==> src/core/uiec_pkg.sv <==
// Constants, field layout and carrier types of the IN endpoint control block
// Behaviour
// - A set-NAK request stops data on the endpoint even with data queued.
// - In NAK mode: non-isochronous tokens get NAK, isochronous get zero-length.
// - NAK-effective interrupt is raised once set-NAK has taken hold.
// - Clear-NAK leaves NAK mode and clears the NAK-effective interrupt.
// - Data may still go out between set-NAK and NAK-effective.
// - Mask bit 0 suppresses NAK-effective interrupt, 1 allows it.
// - On full disable: disabled interrupt, clear enable and disable request.
// - Flush: software selects FIFO, sets flush bit; device clears it when done.
// - Each packet written lowers remaining transfer size by its length.
// - Count queued packets per FIFO up to eight; zero-length by flag.
// - Acknowledged non-isochronous packet lowers packet count; timeout does not.
// - Zero-length flag: answer token with zero-length packet, lower count.
// - Empty FIFO, count zero: token-empty interrupt unless NAK; NAK, rewind.
// - Size and count both zero: transfer-complete interrupt, clear enable.
// - Periodic token with incomplete data: treat FIFO empty, ZLP or NAK.
// - Sent data equals count drop times max size; fetched equals size drop.
package uiec_pkg;

	// =====================================================================
	// Register map (byte addresses)
	localparam int          ADDR_W     = 6;
	localparam logic [5:0]  A_CTRL     = 6'h00;
	localparam logic [5:0]  A_IRQ      = 6'h04;
	localparam logic [5:0]  A_MASK     = 6'h08;
	localparam logic [5:0]  A_SIZE     = 6'h0C;
	localparam logic [5:0]  A_RSTCTL   = 6'h10;
	localparam logic [5:0]  A_FIFOSTS  = 6'h14;
	localparam logic [5:0]  A_FIFODATA = 6'h18;
	localparam logic [5:0]  A_COMMIT   = 6'h1C;
	localparam logic [3:0]  BE_ALL     = 4'hF;

	// =====================================================================
	// Control register fields
	localparam int CTRL_EN     = 0;
	localparam int CTRL_DIS    = 1;
	localparam int CTRL_SET_NAK_REQUEST   = 2;
	localparam int CTRL_CLEAR_NAK_REQUEST   = 3;
	localparam int CTRL_NAK_STATE_FLAG = 4;
	localparam int CTRL_TYPE   = 5;
	localparam int TYPE_W      = 2;
	localparam int CTRL_MPS    = 16;
	localparam int MPS_W       = 11;
	localparam logic [1:0] TYPE_CTRL = 2'h0;
	localparam logic [1:0] TYPE_ISO  = 2'h1;
	localparam logic [1:0] TYPE_BULK = 2'h2;
	localparam logic [1:0] TYPE_INTR = 2'h3;

	// =====================================================================
	// Interrupt status / mask bits
	localparam int IRQ_W       = 5;
	localparam int IRQ_XFER    = 0;
	localparam int IRQ_DIS     = 1;
	localparam int IRQ_TKEMPTY = 2;
	localparam int IRQ_NAKEFF  = 3;
	localparam int IRQ_TXEMPTY = 4;
	localparam logic [4:0] MASK_RESET = 5'h1F;

	// =====================================================================
	// Size register fields
	localparam int SZ_LO = 0;
	localparam int SZ_W  = 19;
	localparam int PC_LO = 19;
	localparam int PC_W  = 10;
	localparam int MC_LO = 29;
	localparam int MC_W  = 2;

	// =====================================================================
	// Core reset control fields
	localparam int RST_FLUSH = 5;
	localparam int RST_FSEL  = 6;
	localparam int FSEL_W    = 5;
	localparam logic [4:0] OWN_FIFO_NUM = 5'h00;

	// =====================================================================
	// Transmit FIFO
	localparam int FIFO_DEPTH = 16;
	localparam int PTR_W      = 4;
	localparam int PKT_MAX    = 8;
	localparam int PQ_W       = 3;
	localparam int PCNT_W     = 4;
	localparam int LEN_W      = 11;
	localparam int WCNT_W     = 10;
	localparam int STS_PKT    = 8;
	localparam int STS_ZLP    = 12;

	// =====================================================================
	// Link carriers
	typedef enum logic [1:0] {RESP_NAK, RESP_DATA, RESP_ZLP} uiec_kind_t;

	typedef struct packed {
		logic       valid;
		uiec_kind_t kind;
	} uiec_resp_t;

	typedef struct packed {
		logic        valid;
		logic        last;
		logic [31:0] data;
	} uiec_tx_t;

	typedef struct packed {
		logic token;
		logic ack;
		logic timeout;
	} uiec_link_in_t;

endpackage : uiec_pkg

==> src/core/uiec_in_endpoint.sv <==
// IN endpoint control: NAK, disable, flush, size/count accounting, TX FIFO
`timescale 1ns/1ps
module uiec_in_endpoint import uiec_pkg::*; (
	input  wire logic                clk,             // Core clock
	input  wire logic                reset_n,         // Sync reset
	input  wire logic [ADDR_W-1:0]   avs_address,     // Byte address
	input  wire logic                avs_read,        // Read request
	input  wire logic                avs_write,       // Write request
	input  wire logic [3:0]          avs_byteenable,  // Byte lanes
	input  wire logic [31:0]         avs_writedata,   // Write data
	output logic [31:0]              avs_readdata,    // Read data
	output logic                     avs_waitrequest, // Slave stall
	input  wire uiec_link_in_t       linkIn,          // Token/ack/timeout
	output uiec_resp_t               resp,            // Token answer
	output uiec_tx_t                 tx,              // Packet words
	output logic                     irqOut           // Masked events
);

	typedef enum logic [1:0] {ST_IDLE, ST_SEND, ST_WAIT} uiec_state_t;

	function automatic logic [WCNT_W-1:0] wordsOf(input logic [LEN_W-1:0] n);
		logic [LEN_W:0] s;
		s = {1'b0, n} + (LEN_W+1)'(3);
		return WCNT_W'(s >> 2);
	endfunction : wordsOf

	function automatic logic isPeriodic(input logic [1:0] t);
		return (t == TYPE_ISO) || (t == TYPE_INTR);
	endfunction : isPeriodic

	// =====================================================================
	// State
	logic                 waitQ;
	logic                 enQ, disReqQ, nakQ, nakEffDoneQ;
	logic [TYPE_W-1:0]    typeQ;
	logic [MPS_W-1:0]     mpsQ;
	logic [IRQ_W-1:0]     irqStsQ, irqMaskQ;
	logic [SZ_W-1:0]      sizeQ;
	logic [PC_W-1:0]      pcntQ;
	logic [MC_W-1:0]      mcntQ;
	logic                 flushQ;
	logic [FSEL_W-1:0]    fselQ;
	logic [31:0]          memQ [FIFO_DEPTH];
	logic [PTR_W:0]       wrPtrQ, rdPtrQ, startPtrQ;
	logic [LEN_W-1:0]     lenQ [PKT_MAX];
	logic [PQ_W-1:0]      lenWrQ, lenRdQ;
	logic [PCNT_W-1:0]    pktsQ;
	logic                 zlpQ;
	uiec_state_t          stateQ;
	logic [WCNT_W-1:0]    sendLeftQ;

	// =====================================================================
	// Bus decode: one wait state, access completes when waitrequest is low
	logic        wrAcc;
	logic        wCtrl, wIrq, wMask, wSize, wRst, wData, wCommit;
	logic [31:0] wd, rdMux;
	logic [PTR_W:0] usedW;
	always_comb begin
		wd      = avs_writedata;
		wrAcc   = avs_write && !waitQ && (avs_byteenable == BE_ALL);
		wCtrl   = wrAcc && (avs_address == A_CTRL);
		wIrq    = wrAcc && (avs_address == A_IRQ);
		wMask   = wrAcc && (avs_address == A_MASK);
		wSize   = wrAcc && (avs_address == A_SIZE);
		wRst    = wrAcc && (avs_address == A_RSTCTL);
		wData   = wrAcc && (avs_address == A_FIFODATA);
		wCommit = wrAcc && (avs_address == A_COMMIT);
		usedW   = wrPtrQ - startPtrQ;
	end
	always_comb begin
		rdMux = 32'h0000_0000;
		unique case (avs_address)
			A_CTRL: begin
				rdMux[CTRL_EN]                   = enQ;
				rdMux[CTRL_DIS]                  = disReqQ;
				rdMux[CTRL_NAK_STATE_FLAG]               = nakQ;
				rdMux[CTRL_TYPE +: TYPE_W]       = typeQ;
				rdMux[CTRL_MPS +: MPS_W]         = mpsQ;
			end
			A_IRQ:  rdMux[IRQ_W-1:0] = irqStsQ;
			A_MASK: rdMux[IRQ_W-1:0] = irqMaskQ;
			A_SIZE: begin
				rdMux[SZ_LO +: SZ_W] = sizeQ;
				rdMux[PC_LO +: PC_W] = pcntQ;
				rdMux[MC_LO +: MC_W] = mcntQ;
			end
			A_RSTCTL: begin
				rdMux[RST_FLUSH]          = flushQ;
				rdMux[RST_FSEL +: FSEL_W] = fselQ;
			end
			A_FIFOSTS: begin
				rdMux[PTR_W:0]              = (PTR_W+1)'(FIFO_DEPTH) - usedW;
				rdMux[STS_PKT +: PCNT_W]    = pktsQ;
				rdMux[STS_ZLP]              = zlpQ;
			end
			default: rdMux = 32'h0000_0000;
		endcase
	end
	always_ff @(posedge clk) begin
		if (!reset_n) begin
			waitQ        <= 1'b1;
			avs_readdata <= 32'h0000_0000;
		end else begin
			waitQ <= !((avs_read || avs_write) && waitQ);
			if ((avs_read || avs_write) && waitQ)
				avs_readdata <= avs_read ? rdMux : 32'h0000_0000;
		end
	end
	assign avs_waitrequest = waitQ;

	// =====================================================================
	// Event decode
	logic idle, iso, fifoFull, tok, tkRefuse, tkZlpFlag, tkData, tkEmpty;
	logic ackEv, toEv, isoDone, pktDone, pcntDec, commitOk, emptyIrq;
	logic nakEffEv, disEv, xferEv, flushEv, popPkt, frameShort;
	logic [LEN_W-1:0] commitLen;
	always_comb begin
		idle      = (stateQ == ST_IDLE);
		iso       = (typeQ == TYPE_ISO);
		fifoFull  = (usedW == (PTR_W+1)'(FIFO_DEPTH));
		// A periodic frame is present only once all its bytes are written:
		// one missing word makes the token see an empty FIFO.
		frameShort = isPeriodic(typeQ) && (sizeQ != '0);
		tok       = linkIn.token && idle;
		tkRefuse  = tok && (!enQ || nakQ);
		tkZlpFlag = tok && !tkRefuse && zlpQ;
		tkData    = tok && !tkRefuse && !zlpQ && (pktsQ != '0) && !frameShort;
		tkEmpty   = tok && !tkRefuse && !tkZlpFlag && !tkData;
		emptyIrq  = tkEmpty && (isPeriodic(typeQ) || pcntQ == '0);
		ackEv     = linkIn.ack && (stateQ == ST_WAIT);
		toEv      = linkIn.timeout && (stateQ == ST_WAIT);
		isoDone   = (stateQ == ST_SEND) && (sendLeftQ == WCNT_W'(1)) && iso;
		pktDone   = ackEv || isoDone;
		popPkt    = pktDone;
		pcntDec   = (pktDone || tkZlpFlag) && (pcntQ != '0);
		commitLen = wd[LEN_W-1:0];
		commitOk  = wCommit && (pktsQ != PCNT_W'(PKT_MAX));
		// NAK takes hold only between packets; until then data may go out.
		nakEffEv  = nakQ && idle && !nakEffDoneQ;
		disEv     = disReqQ && nakQ && idle;
		xferEv    = enQ && !disReqQ && idle && (sizeQ == '0)
			&& (pcntQ == '0);
		flushEv   = flushQ && idle;
	end

	// =====================================================================
	// Endpoint control
	always_ff @(posedge clk) begin
		if (!reset_n) begin
			enQ     <= 1'b0;
			disReqQ <= 1'b0;
			nakQ    <= 1'b0;
			typeQ   <= TYPE_CTRL;
			mpsQ    <= '0;
		end else begin
			if (wCtrl) begin
				enQ     <= wd[CTRL_EN];
				disReqQ <= wd[CTRL_DIS];
				typeQ   <= wd[CTRL_TYPE +: TYPE_W];
				mpsQ    <= wd[CTRL_MPS +: MPS_W];
				if (wd[CTRL_CLEAR_NAK_REQUEST])
					nakQ <= 1'b0;
				if (wd[CTRL_SET_NAK_REQUEST])
					nakQ <= 1'b1;
			end
			if (xferEv || disEv)
				enQ <= 1'b0;
			if (disEv)
				disReqQ <= 1'b0;
		end
	end

	always_ff @(posedge clk) begin
		if (!reset_n)
			nakEffDoneQ <= 1'b0;
		else if (!nakQ)
			nakEffDoneQ <= 1'b0;
		else if (nakEffEv)
			nakEffDoneQ <= 1'b1;
	end

	// =====================================================================
	// Interrupt status, mask and output
	logic [IRQ_W-1:0] irqSet, irqClr;
	always_comb begin
		irqSet              = '0;
		irqSet[IRQ_XFER]    = xferEv;
		irqSet[IRQ_DIS]     = disEv;
		irqSet[IRQ_TKEMPTY] = emptyIrq;
		irqSet[IRQ_NAKEFF]  = nakEffEv;
		irqSet[IRQ_TXEMPTY] = (usedW == '0);
		irqClr              = wIrq ? wd[IRQ_W-1:0] : '0;
		if (wCtrl && wd[CTRL_CLEAR_NAK_REQUEST])
			irqClr[IRQ_NAKEFF] = 1'b1;
	end

	always_ff @(posedge clk) begin
		if (!reset_n) begin
			irqStsQ  <= '0;
			irqMaskQ <= MASK_RESET;
			irqOut   <= 1'b0;
		end else begin
			// Set wins over a same-cycle clear so no event is lost
			irqStsQ <= (irqStsQ & ~irqClr) | irqSet;
			if (wMask)
				irqMaskQ <= wd[IRQ_W-1:0];
			irqOut <= |(irqStsQ & irqMaskQ);
		end
	end

	// =====================================================================
	// Transfer size and packet count accounting
	always_ff @(posedge clk) begin
		if (!reset_n) begin
			sizeQ <= '0;
			pcntQ <= '0;
			mcntQ <= '0;
		end else if (wSize) begin
			sizeQ <= wd[SZ_LO +: SZ_W];
			pcntQ <= wd[PC_LO +: PC_W];
			mcntQ <= wd[MC_LO +: MC_W];
		end else begin
			if (commitOk)
				sizeQ <= (SZ_W'(commitLen) >= sizeQ) ? '0
					: sizeQ - SZ_W'(commitLen);
			if (pcntDec)
				pcntQ <= pcntQ - PC_W'(1);
		end
	end

	// =====================================================================
	// Flush control
	always_ff @(posedge clk) begin
		if (!reset_n) begin
			flushQ <= 1'b0;
			fselQ  <= '0;
		end else if (wRst) begin
			flushQ <= wd[RST_FLUSH];
			fselQ  <= wd[RST_FSEL +: FSEL_W];
		end else if (flushEv) begin
			flushQ <= 1'b0;
		end
	end

	// =====================================================================
	// Transmit FIFO: words, packet lengths and zero-length flag
	logic flushOwn;
	assign flushOwn = flushEv && (fselQ == OWN_FIFO_NUM);
	always_ff @(posedge clk) begin
		if (wData && !fifoFull)
			memQ[wrPtrQ[PTR_W-1:0]] <= wd;
		if (commitOk && commitLen != '0)
			lenQ[lenWrQ] <= commitLen;
	end
	always_ff @(posedge clk) begin
		if (!reset_n || flushOwn) begin
			wrPtrQ <= '0;
			lenWrQ <= '0;
			lenRdQ <= '0;
			pktsQ  <= '0;
			zlpQ   <= 1'b0;
		end else begin
			if (wData && !fifoFull)
				wrPtrQ <= wrPtrQ + (PTR_W+1)'(1);
			if (commitOk && commitLen == '0)
				zlpQ <= 1'b1;
			else if (tkZlpFlag)
				zlpQ <= 1'b0;
			if (commitOk && commitLen != '0)
				lenWrQ <= lenWrQ + PQ_W'(1);
			if (popPkt)
				lenRdQ <= lenRdQ + PQ_W'(1);
			if ((commitOk && commitLen != '0) && !popPkt)
				pktsQ <= pktsQ + PCNT_W'(1);
			else if (popPkt && !(commitOk && commitLen != '0))
				pktsQ <= pktsQ - PCNT_W'(1);
		end
	end

	// =====================================================================
	// Link sequencer
	always_ff @(posedge clk) begin
		if (!reset_n || flushOwn) begin
			stateQ    <= ST_IDLE;
			rdPtrQ    <= '0;
			startPtrQ <= '0;
			sendLeftQ <= '0;
		end else begin
			unique case (stateQ)
				ST_IDLE: begin
					if (tkData) begin
						stateQ    <= ST_SEND;
						sendLeftQ <= wordsOf(lenQ[lenRdQ]);
					end else if (tkEmpty)
						rdPtrQ <= startPtrQ;
				end
				ST_SEND: begin
					rdPtrQ    <= rdPtrQ + (PTR_W+1)'(1);
					sendLeftQ <= sendLeftQ - WCNT_W'(1);
					if (sendLeftQ == WCNT_W'(1)) begin
						stateQ <= iso ? ST_IDLE : ST_WAIT;
						if (iso)
							startPtrQ <= rdPtrQ + (PTR_W+1)'(1);
					end
				end
				ST_WAIT: begin
					if (ackEv) begin
						stateQ    <= ST_IDLE;
						startPtrQ <= rdPtrQ;
					end else if (toEv) begin
						stateQ <= ST_IDLE;
						rdPtrQ <= startPtrQ;
					end
				end
			endcase
		end
	end

	// =====================================================================
	// Link outputs
	always_ff @(posedge clk) begin
		if (!reset_n) begin
			resp <= '{valid: 1'b0, kind: RESP_NAK};
			tx   <= '{valid: 1'b0, last: 1'b0, data: 32'h0000_0000};
		end else begin
			resp.valid <= tok;
			if (tkData)
				resp.kind <= RESP_DATA;
			else if (tkZlpFlag || ((tkRefuse || tkEmpty) && iso))
				resp.kind <= RESP_ZLP;
			else
				resp.kind <= RESP_NAK;
			tx.valid <= (stateQ == ST_SEND);
			tx.last  <= (stateQ == ST_SEND) && (sendLeftQ == WCNT_W'(1));
			tx.data  <= memQ[rdPtrQ[PTR_W-1:0]];
		end
	end

endmodule : uiec_in_endpoint

==> config.mk <==
export PLATFORM = sky130hd
export DESIGN_NAME = uiec_in_endpoint
export DESIGN_NICKNAME = d
export VERILOG_FILES = /design/src/core/uiec_pkg.sv /design/src/core/uiec_in_endpoint.sv
export SDC_FILE = /design/constraint.sdc
export NUM_CORES = 1
export LEC_CHECK = 0
export ABC_AREA = 1
export BUFFER_PORTS_ARGS = -buffer_cell sky130_fd_sc_hd__buf_2
export CORE_UTILIZATION = 38
export DETAILED_ROUTE_END_ITERATION = 7
export GPL_ROUTABILITY_DRIVEN = 0
export PLACE_DENSITY_LB_ADDON = 0.25
export SETUP_SLACK_MARGIN = 0.3
export SYNTH_ARGS = -nofsm -noshare
export SYNTH_HDL_FRONTEND = slang
export SYNTH_SLANG_ARGS = --single-unit
==> constraint.sdc <==
create_clock -name clk -period 5.7 [get_ports clk]
set_input_delay 0.57 -clock clk [delete_from_list [all_inputs] [get_ports clk]]
set_output_delay 0.57 -clock clk [all_outputs]
set_load 0.02 [all_outputs]
**After elaboration in Yosys (flattened, before gate mapping)**

Memory sizes are Yosys's and may differ from the RTL's. A register that Yosys moved wholly into a read port is not among the register bits.
Cells that the tools add are included.

- Memories: 2
- Output and inout port bits: 71
- Input bits: 49
- RAM bits: 600
- Word-level logic and storage cells: 223
- Flip-flop bits (word level): 141

- Multiplexer cells: 51
- Bitwise gates (word level): 5
- Equal/unequal tests: 24
- Add/subtract/negate cells: 12
- Reductions and logical operators: 98
- $lt $le $gt $ge: 1

Memory list:

| memory | depth | bits a word | rd ports | clocked after memory_dff | write ports | line | text |
|---|---|---|---|---|---|---|---|
| memQ | 16 | 32 | 1 | 1 | 1 | uiec_in_endpoint.sv:43 | `logic [31:0] memQ [FIFO_DEPTH];` |
| lenQ | 8 | 11 | 1 | 1 | 1 | uiec_in_endpoint.sv:45 | `logic [LEN_W-1:0] lenQ [PKT_MAX];` |

Operators by type and width:

| cell | count |
|---|---|
| 2-to-1 mux 19 bit | 3 |
| logical AND 1 bit | 44 |
| 2-to-1 mux 5 bit | 8 |
| 2-to-1 mux 31 bit | 1 |
| 2-to-1 mux 10 bit | 3 |
| == test 6 x 5 -> 1 bit, second input constant | 4 |
| case mux 11 bit (2 select lines) | 1 |
| case mux 10 bit (2 select lines) | 1 |
| subtractor 10 x 1 -> 10 bit, second input constant | 2 |
| >= comparator 11 x 19 -> 1 bit | 1 |
| logical NOT 19 bit | 1 |
| nonzero test 19 bit | 1 |
| subtractor 19 x 11 -> 19 bit | 1 |
| nonzero test 2 bit | 8 |
| logical NOT 1 bit | 15 |
| case mux 5 bit (3 select lines) | 1 |
| adder 11 x 2 -> 12 bit, second input constant | 1 |
| == test 6 x 4 -> 1 bit, second input constant | 2 |
| 2-to-1 mux 1 bit | 12 |
| 2-to-1 mux 2 bit | 6 |
| 2-to-1 mux 4 bit | 3 |
| inequality test 2 bit, second input constant | 6 |
| case mux 2 bit (3 select lines) | 2 |
| logical NOT 11 bit | 1 |
| other kinds (40) | 63 |

**Logic depth before layout (Yosys ltp)**

Gate-level depths: netlist of run 1.

- Depth in word-level cells: 15
- Depth in mapped cells: 18
- Gate-level depth less buffers: 18

**Worst setup path after synthesis of run 1**

OpenSTA, ideal clock, no wires.

- Path type: flip-flop to flip-flop
- From: register wrPtrQ[0]
- To: memory memQ[11][0] (enable)
- Setup slack: 1.677 ns
- Data arrival time: 3.602 ns
- Cell stages (with the launch flop): 15
- Clock period less this slack: 4.023 ns
- Data required time: 5.279 ns
- Library setup time: 0.421 ns
- Path buffers: 0
- Path through: dfxtp_1 inv_1 ha_1 fa_1 or2_2 nand2_1 inv_1 nand2_1 nor2_1 ha_1 nor2_1 nand3_1 nor2_1 nand2_1 nor2_1

- Longest elaborated chain between the ends: 6

RTL lines:

| item | line | text |
|---|---|---|
| from (decl) | uiec_in_endpoint.sv:44 | `logic [PTR_W:0] wrPtrQ, rdPtrQ, startPtrQ;` |
| from (signal assigned) | uiec_in_endpoint.sv:264 | `wrPtrQ <= wrPtrQ + (PTR_W+1)'(1);` |
| subtractor 5 bit | uiec_in_endpoint.sv:68 | `usedW = wrPtrQ - startPtrQ;` |
| == test 5 bit | uiec_in_endpoint.sv:120 | `fifoFull = (usedW == (PTR_W+1)'(FIFO_DEPTH));` |
| logical NOT 1 bit | uiec_in_endpoint.sv:250 | `if (wData && !fifoFull)` |
| logical AND 1 bit | uiec_in_endpoint.sv:250 |  |
| 2-to-1 mux 1 bit | uiec_in_endpoint.sv:250 |  |
| 2-to-1 mux 1 bit (implied by the code) | uiec_in_endpoint.sv:251 | `memQ[wrPtrQ[PTR_W-1:0]] <= wd;` |
| to (decl) | uiec_in_endpoint.sv:43 |  |

Parallel ways exist; a longest one is shown, timed or not.

**Worst setup path in the final report of run 1**

- From: register wrPtrQ[0]
- To: memory memQ[9][1] (enable)

The elaborated chain is that of the path after synthesis.

==> results of run 1 <==
==> tightest hold or removal path, stage by stage <==
cell and delay, ps:
buf_2 140, nand3_1 80, a21oi_1 60
==> layout make-up <==
class | instances | share of cell area [%]
clock buffers | 115 | 6.47
clock inverters | 43 | 1.34
inverters | 224 | 2.32
multi-input cells | 1812 | 25.1
flip-flops and latches | 775 | 58.6
well taps | 1134 | 3.86
repair buffers | 147 | 2.27
==> cell usage after synthesis, drive strengths merged <==
cell type and n:
edfxtp 600, o22ai 87, and3 2, a21o 2, a21boi 2, a221oi 4, mux2 1, fa 3
a21oi 117, o21bai 2, nor3 19, xor2 17, a22oi 8, o31ai 2, nand3 117, buf 60
and2 1, o21a 1, a211oi 9, conb 1, dfxtp 175, clkinv 2, inv 222, nand4 13
o211ai 13, nor4 7, nand2 409, nand3b 3, or2 5, nor2 461, a32oi 12, a31oi 33
xnor2 8, clkbuf 98, o221ai 63, ha 34, nor3b 2, o21ai 354
==> where the power goes <==
group          leakage [nW]  internal [mW]  switching (mW)
combinational          5.01           1.06            2.72
clock                  1.40           3.31            2.31
sequential             6.81           6.26           0.165
total                  13.2           10.6            5.19
==> worst max path at each step <==
stage / start / end / slack (ps) / cells past startpoint
after floorplan: wrPtrQ[0] / memQ[11][0] / 1680 / 14
after global placement: wrPtrQ[0] / memQ[13][28] / 1680 / 14
after detailed placement: wrPtrQ[0] / memQ[13][28] / 1640 / 14
after CTS: wrPtrQ[0] / memQ[13][21] / 1620 / 14
after global routing: wrPtrQ[0] / memQ[13][17] / 1370 / 14
final: wrPtrQ[0] / memQ[9][1] / 1620 / 15
==> per-stage QoR <==
| step | instance area (um2) | hold WS [ps] | setup WS (ps) |
|---|---|---|---|
| after CTS | 36700 | 221 | 1620 |
| final | 36700 | 261 | 1620 |
| after detailed placement | 33900 | 451 | 1640 |
| after global routing | 36700 | 269 | 1370 |
| after global placement | 33900 | 443 | 1680 |
| after floorplan | 32200 | 427 | 1680 |
==> per-layer routing <==
metal / vias up / GRT usage [%]
met5: - / 0
met4: 4 / 7.20
met3: 127 / 3.46
met2: 747 / 32.9
met1: 11000 / 28.4
li1: 10700 / -
==> registers in the layout (all words and copies together), names as in the netlist, 4 cells and up, named ones only <==
signal,flops
tx,34
memQ,512
sendLeftQ,10
startPtrQ,5
avs_readdata,31
pcntQ,10
irqMaskQ,5
pktsQ,4
lenQ,88
sizeQ,19
wrPtrQ,5
rdPtrQ,5
irqStsQ,5
mpsQ,11
fselQ,5
==> kinds of logic (layout without fill, tap and decap cells) <==
logic type / Yosys count / after routing / synth area share, %
fa+ha+maj: 37 / 37 / 1.51
flops: 775 / 775 / 66.9
other cells: 1 / 1 / 0.0117
mux: 1 / 1 / 0.0350
compound gates: 709 / 709 / 12.8
simple gates: 1039 / 1039 / 13.3
xor+xnor: 25 / 25 / 0.680
buf+inv: 382 / 529 / 4.86
==> run summary, run 1 <==
Die Ht: 293 um
Multi-input gate area: 0.00923 mm2
Synth cell types: 55
Worst Path Required: 6030 ps
1st-iter DRT viols: 1986
Yosys warnings: 0
Post-CTS Setup Bufs: 0
Dpl hpwl: 52.7 mm
Crit path max fanout: 25
Slew Limit Fails: 0
Cell Count, Final, Fillers Out: 4250
CP arrival: 4410 ps
VDD IR max: 377 uV
CP Launch Type: flop
CP endpoint kind: flop
Total Power: 15.8 mW
# fillers: 7744
I/O pins: 120
Setup TNS: 0 ps
Final period utilization: 71.5%
Reg2reg start: wrPtrQ[0]
Setup violators final: 0
Commonest non-fill, non-tap cells in the layout: edfxtp_1 (600), nor2_1 (432), nand2_1 (406), o21ai_0 (349), inv_1 (208)
Die Wd: 293 um
Max stage delay on crit path: 800 ps
Area grow syn2layout: 14.1%
Largest net degree at the start of global routing: 157
Cell Rows: 106
Sequential area share after synthesis: 66.9%
Commonest non-fill, non-tap cell in the layout: edfxtp_1
Vias/cell: 5.30
Initial antenna violation count: 4
Worst Hold Class: primary input to flop
Via count: 22500
Hold Path End: avs_readdata[5]
Share of cells above drive strength 1: 11.0%
Least-Margin Pin Slew: 1270 ps
Slowest CP cell: nor2_4
Critical path type: flop to flop
Initial Utilization: 38.5%
Mapped Avg Cell Area: 10.8 um2
Total Wirelength: 89.3 mm
Synth Register Bits: 775
Post-DRT Antenna Nets: 0
Final #Nets: 3130
Worst slew margin: 14.9%
Top sig layer: met5
Worst R2R Path Depth: 15
Global-route wire length before repair: 134 mm
Hold wc startpoint: avs_read
CTS buffer count: 84
WL met2: 41.4 mm
DRC: 0
Worst Hold Path Cells: 3
Clock Pin Slew Worst Setup and Hold Paths: 60 ps
Cell area after synthesis: 0.0322 mm2
M1 WL: 39.3 mm
CTS tree: yes
Outcome: completed
Maxcap violations: 0
Port bufs: 118
Number of global-route vias before repair: 21600
Core box area: 0.0837 mm2
H-tree levels: 3
LEAKAGE: 13.2 nW
Clock root buffer: clkbuf_16
Final Util: 43.9%
Delay-heaviest family, CP: simple AND/OR/NAND/NOR gates
WL per Instance: 21.0 um
Die area: 0.0859 mm2
FF-to-FF setup slack: 1620 ps
Inst Count DP: 4092
Setup Skew: 34.3 ps
ANT cells: 0
1st-pass router iterations: 7
Seq. cell area: 0.0215 mm2
Post-Synthesis Cells: 2969
Hold-fix buffers, CTS: 0
Post-CTS Resized: 0
Area contributors post-synth: edfxtp_1 (56%), dfxtp_1 (11%), o21ai_0 (5.4%), nor2_1 (5.2%), nand2_1 (4.7%)
Cell type with the largest total area after synthesis: edfxtp_1
Crit-path cells: inv_1 -> ha_1 -> fa_1 -> or2_2 -> nand2_1 -> inv_1 -> nand2_1 -> nor2_1 -> ha_1 -> nor2_1 -> nand3_1 -> inv_1 -> nand2_1 -> nor2_4 -> buf_4
CTS max path bufs: 3
Worst skew pair latency: 640 ps
Fmax: 245 MHz
Gr ovfl total: 0
Hold Fails Final Rpt: 0
Sinks on the clock net: 775
Total GRT Usage: 20.6%
Pwr Density: 431 mW/mm2
Final worst path period need: 4080 ps
Top cell type's share of synthesized area: 56.0%
Synthesized net count: 3055
RR Endpoint: memQ[9][1]
RSZ-0062 raised after global routing: false
Wire length on met3: 6.18 mm
WP buf/inv: 4
(Power assumes the default switching activity.)
==> inputs of run 2 (changes only) <==
clock period = 3.45 ns   (was 5.7 ns; I/O delays follow)
==> run summary, run 2 (synthesis gave the netlist of run 1 again) <==
Placed cell area: 0.0347 mm2 (was 0.0339 mm2)
Setup Skew: 19.6 ps (was 34.3 ps)
Commonest non-fill, non-tap cell in the layout: edfxtp_1 (unchanged)
LEAKAGE: 13.7 nW (was 13.2 nW)
CP arrival: 3340 ps (was 4410 ps)
Least-Margin Pin Slew: 793 ps (was 1270 ps)
Reg2reg start: wrPtrQ[0] (unchanged)
RSZ-0062 raised after global routing: false (unchanged)
Worst skew pair latency: 640 ps (about the same)
1st-iter DRT viols: 2179 (was 1986)
Dpl hpwl: 57.0 mm (was 52.7 mm)
Die Wd: 293 um (unchanged)
CP Launch Type: flop (unchanged)
Vias/cell: 5.23 (was 5.30)
Slew Limit Fails: 0 (unchanged)
CP endpoint kind: flop (unchanged)
Total GRT Usage: 20.9% (was 20.6%)
CTS tree: yes (unchanged)
Worst hold slack: 37.8 ps (was 261 ps)
Number of global-route vias before repair: 21400 (was 21600)
Initial Utilization: 38.5% (unchanged)
Share of cells above drive strength 1: 13.5% (was 11.0%)
CTS max path bufs: 3 (unchanged)
Max reg flops: 512 (unchanged)
Outcome: completed (unchanged)
Final period utilization: 86.7% (was 71.5%)
Max stage delay on crit path: 370 ps (was 800 ps)
Cell Count, Final, Fillers Out: 4318 (was 4250)
Delay-heaviest family, CP: simple AND/OR/NAND/NOR gates (unchanged)
RR Endpoint: memQ[3][18] (was memQ[9][1])
Setup violators final: 0 (unchanged)
Die area: 0.0859 mm2 (unchanged)
Worst slew margin: 47.0% (was 14.9%)
Via count: 22600 (was 22500)
DRC: 0 (unchanged)
Final worst path period need: 2990 ps (was 4080 ps)
I/O pins: 120 (unchanged)
Largest net degree at the start of global routing: 141 (was 157)
Worst Hold Path Cells: 3 (unchanged)
Post-DRT Antenna Nets: 0 (unchanged)
WL per Instance: 21.1 um (was 21.0 um)
Initial antenna violation count: 2 (was 4)
Fmax: 334 MHz (was 245 MHz)
Clock Pin Slew Worst Setup and Hold Paths: 70 ps (was 60 ps)
Hold Path End: avs_readdata[6] (was avs_readdata[5])
Commonest non-fill, non-tap cells in the layout: edfxtp_1 (600), nor2_1 (430), nand2_1 (401), o21ai_0 (349), inv_1 (206) (was edfxtp_1 (600), nor2_1 (432), nand2_1 (406), o21ai_0 (349), inv_1 (208))
Final #Nets: 3200 (was 3130)
Die Ht: 293 um (unchanged)
Cell Rows: 106 (unchanged)
Gr ovfl total: 0 (unchanged)
Inst Count DP: 4153 (was 4092)
Worst Path Required: 3800 ps (was 6030 ps)
CTS buffer count: 85 (was 84)
WP buf/inv: 5 (was 4)
Total Wirelength: 91.1 mm (was 89.3 mm)
Post-route cell area: 0.0377 mm2 (was 0.0367 mm2)
Sinks on the clock net: 775 (unchanged)
Hold Fails Final Rpt: 0 (unchanged)
Slowest CP cell: fa_2 (was nor2_4)
Area grow syn2layout: 17.2% (was 14.1%)
Clock root buffer: clkbuf_16 (unchanged)
VDD IR max: 466 uV (was 377 uV)
Total Power: 26.4 mW (was 15.8 mW)
Core box area: 0.0837 mm2 (unchanged)
Critical path type: flop to flop (unchanged)
Crit path max fanout: 8 (was 25)
Maxcap violations: 0 (unchanged)
Pwr Density: 700 mW/mm2 (was 431 mW/mm2)
FF-to-FF setup slack: 460 ps (was 1620 ps)
Worst R2R Path Depth: 17 (was 15)
Hold-fix buffers, CTS: 0 (unchanged)
Crit-path cells: inv_2 -> ha_2 -> fa_2 -> or2_2 -> nand2_2 -> inv_1 -> nand2_1 -> nor2_1 -> ha_2 -> nor2_2 -> nand3_2 -> buf_6 -> nor2_4 -> nand2_4 -> nor2_4 -> buf_12 -> clkbuf_16 (was inv_1 -> ha_1 -> fa_1 -> or2_2 -> nand2_1 -> inv_1 -> nand2_1 -> nor2_1 -> ha_1 -> nor2_1 -> nand3_1 -> inv_1 -> nand2_1 -> nor2_4 -> buf_4)
Worst Hold Class: primary input to flop (unchanged)
Hold wc startpoint: avs_read (unchanged)
Setup TNS: 0 ps (unchanged)
Port bufs: 118 (unchanged)
Global-route wire length before repair: 136 mm (was 134 mm)
1st-pass router iterations: 5 (was 7)
# fillers: 7763 (was 7744)
H-tree levels: 3 (unchanged)
Worst Setup SP: wrPtrQ[0] (unchanged)
-- run 2: cell count changes in the layout (fill, tap and decap cells not counted), moves of 3 or more --
| cell | delta |
|---|---|
| inv_6 | -3 |
| clkbuf_16 | +4 |
| clkbuf_8 | -4 |
| buf_12 | +26 |
| clkinv_4 | +3 |
| nand2_1 | -5 |
| nand2_2 | +4 |
| buf_4 | +38 |
-- run 2: layout make-up --
cell class                 instances  area, um2  area share [%]
antenna                            1       2.50         0.00663
sequential                       775      21500            57.1
inverter                         224        853            2.26
multi-input combinational       1812       9290            24.6
timing repair buffer             216       1740            4.61
clock buffer                     111       2360            6.26
clock inverter                    45        520            1.38
tap                             1134       1420            3.76
-- run 2: what timing repair did --
| action | in CTS | in global routing |
|---|---|---|
| setup buffers | 1 | 3 |
| pin swaps | 1 | 5 |
| cloned | 1 | 3 |
| endpoints found under the hold margin | 0 | 0 |
| setup endpoints to repair | 512 | 512 |
| resized for setup | 8 | 10 |
-- run 2: metal layers --
layer,part of all wire (%),up-vias,wire length (um),GRT usage (%)
li1,-,10800,-,-
met1,45,11000,41200,29.3
met2,46,698,41800,32.8
met3,6.2,140,5620,3.64
met4,2.8,2,2510,7.11
met5,0.0099,-,9,0
-- run 2: tightest hold or removal path: stages --
cell	delay, ps
buf_2	140
nand3_1	90
a21oi_1	60
-- run 2: stage by stage --
stage                     worst slack, ps  utilization (%)
after global routing                  294             45.1
after global placement                222             41.4
after detailed placement              148             41.4
final                                 458             45.1
after floorplan                       167                -
after CTS                             304             44.9
-- run 2: worst max-delay path by stage --
stage	cells after the start	slack (ps)	end
CTS	17	300	memQ[3][4]
finish	17	460	memQ[3][18]
detailed placement	15	150	memQ[10][24]
floorplan	14	170	memQ[15][0]
global route	17	290	memQ[3][18]
global placement	15	220	memQ[9][23]
-- run 2: power breakdown --
group | leakage [nW] | switching, mW | internal, mW
logic | 5.45 | 4.62 | 1.89
registers | 6.82 | 0.192 | 10.3
clock network | 1.41 | 3.77 | 5.59
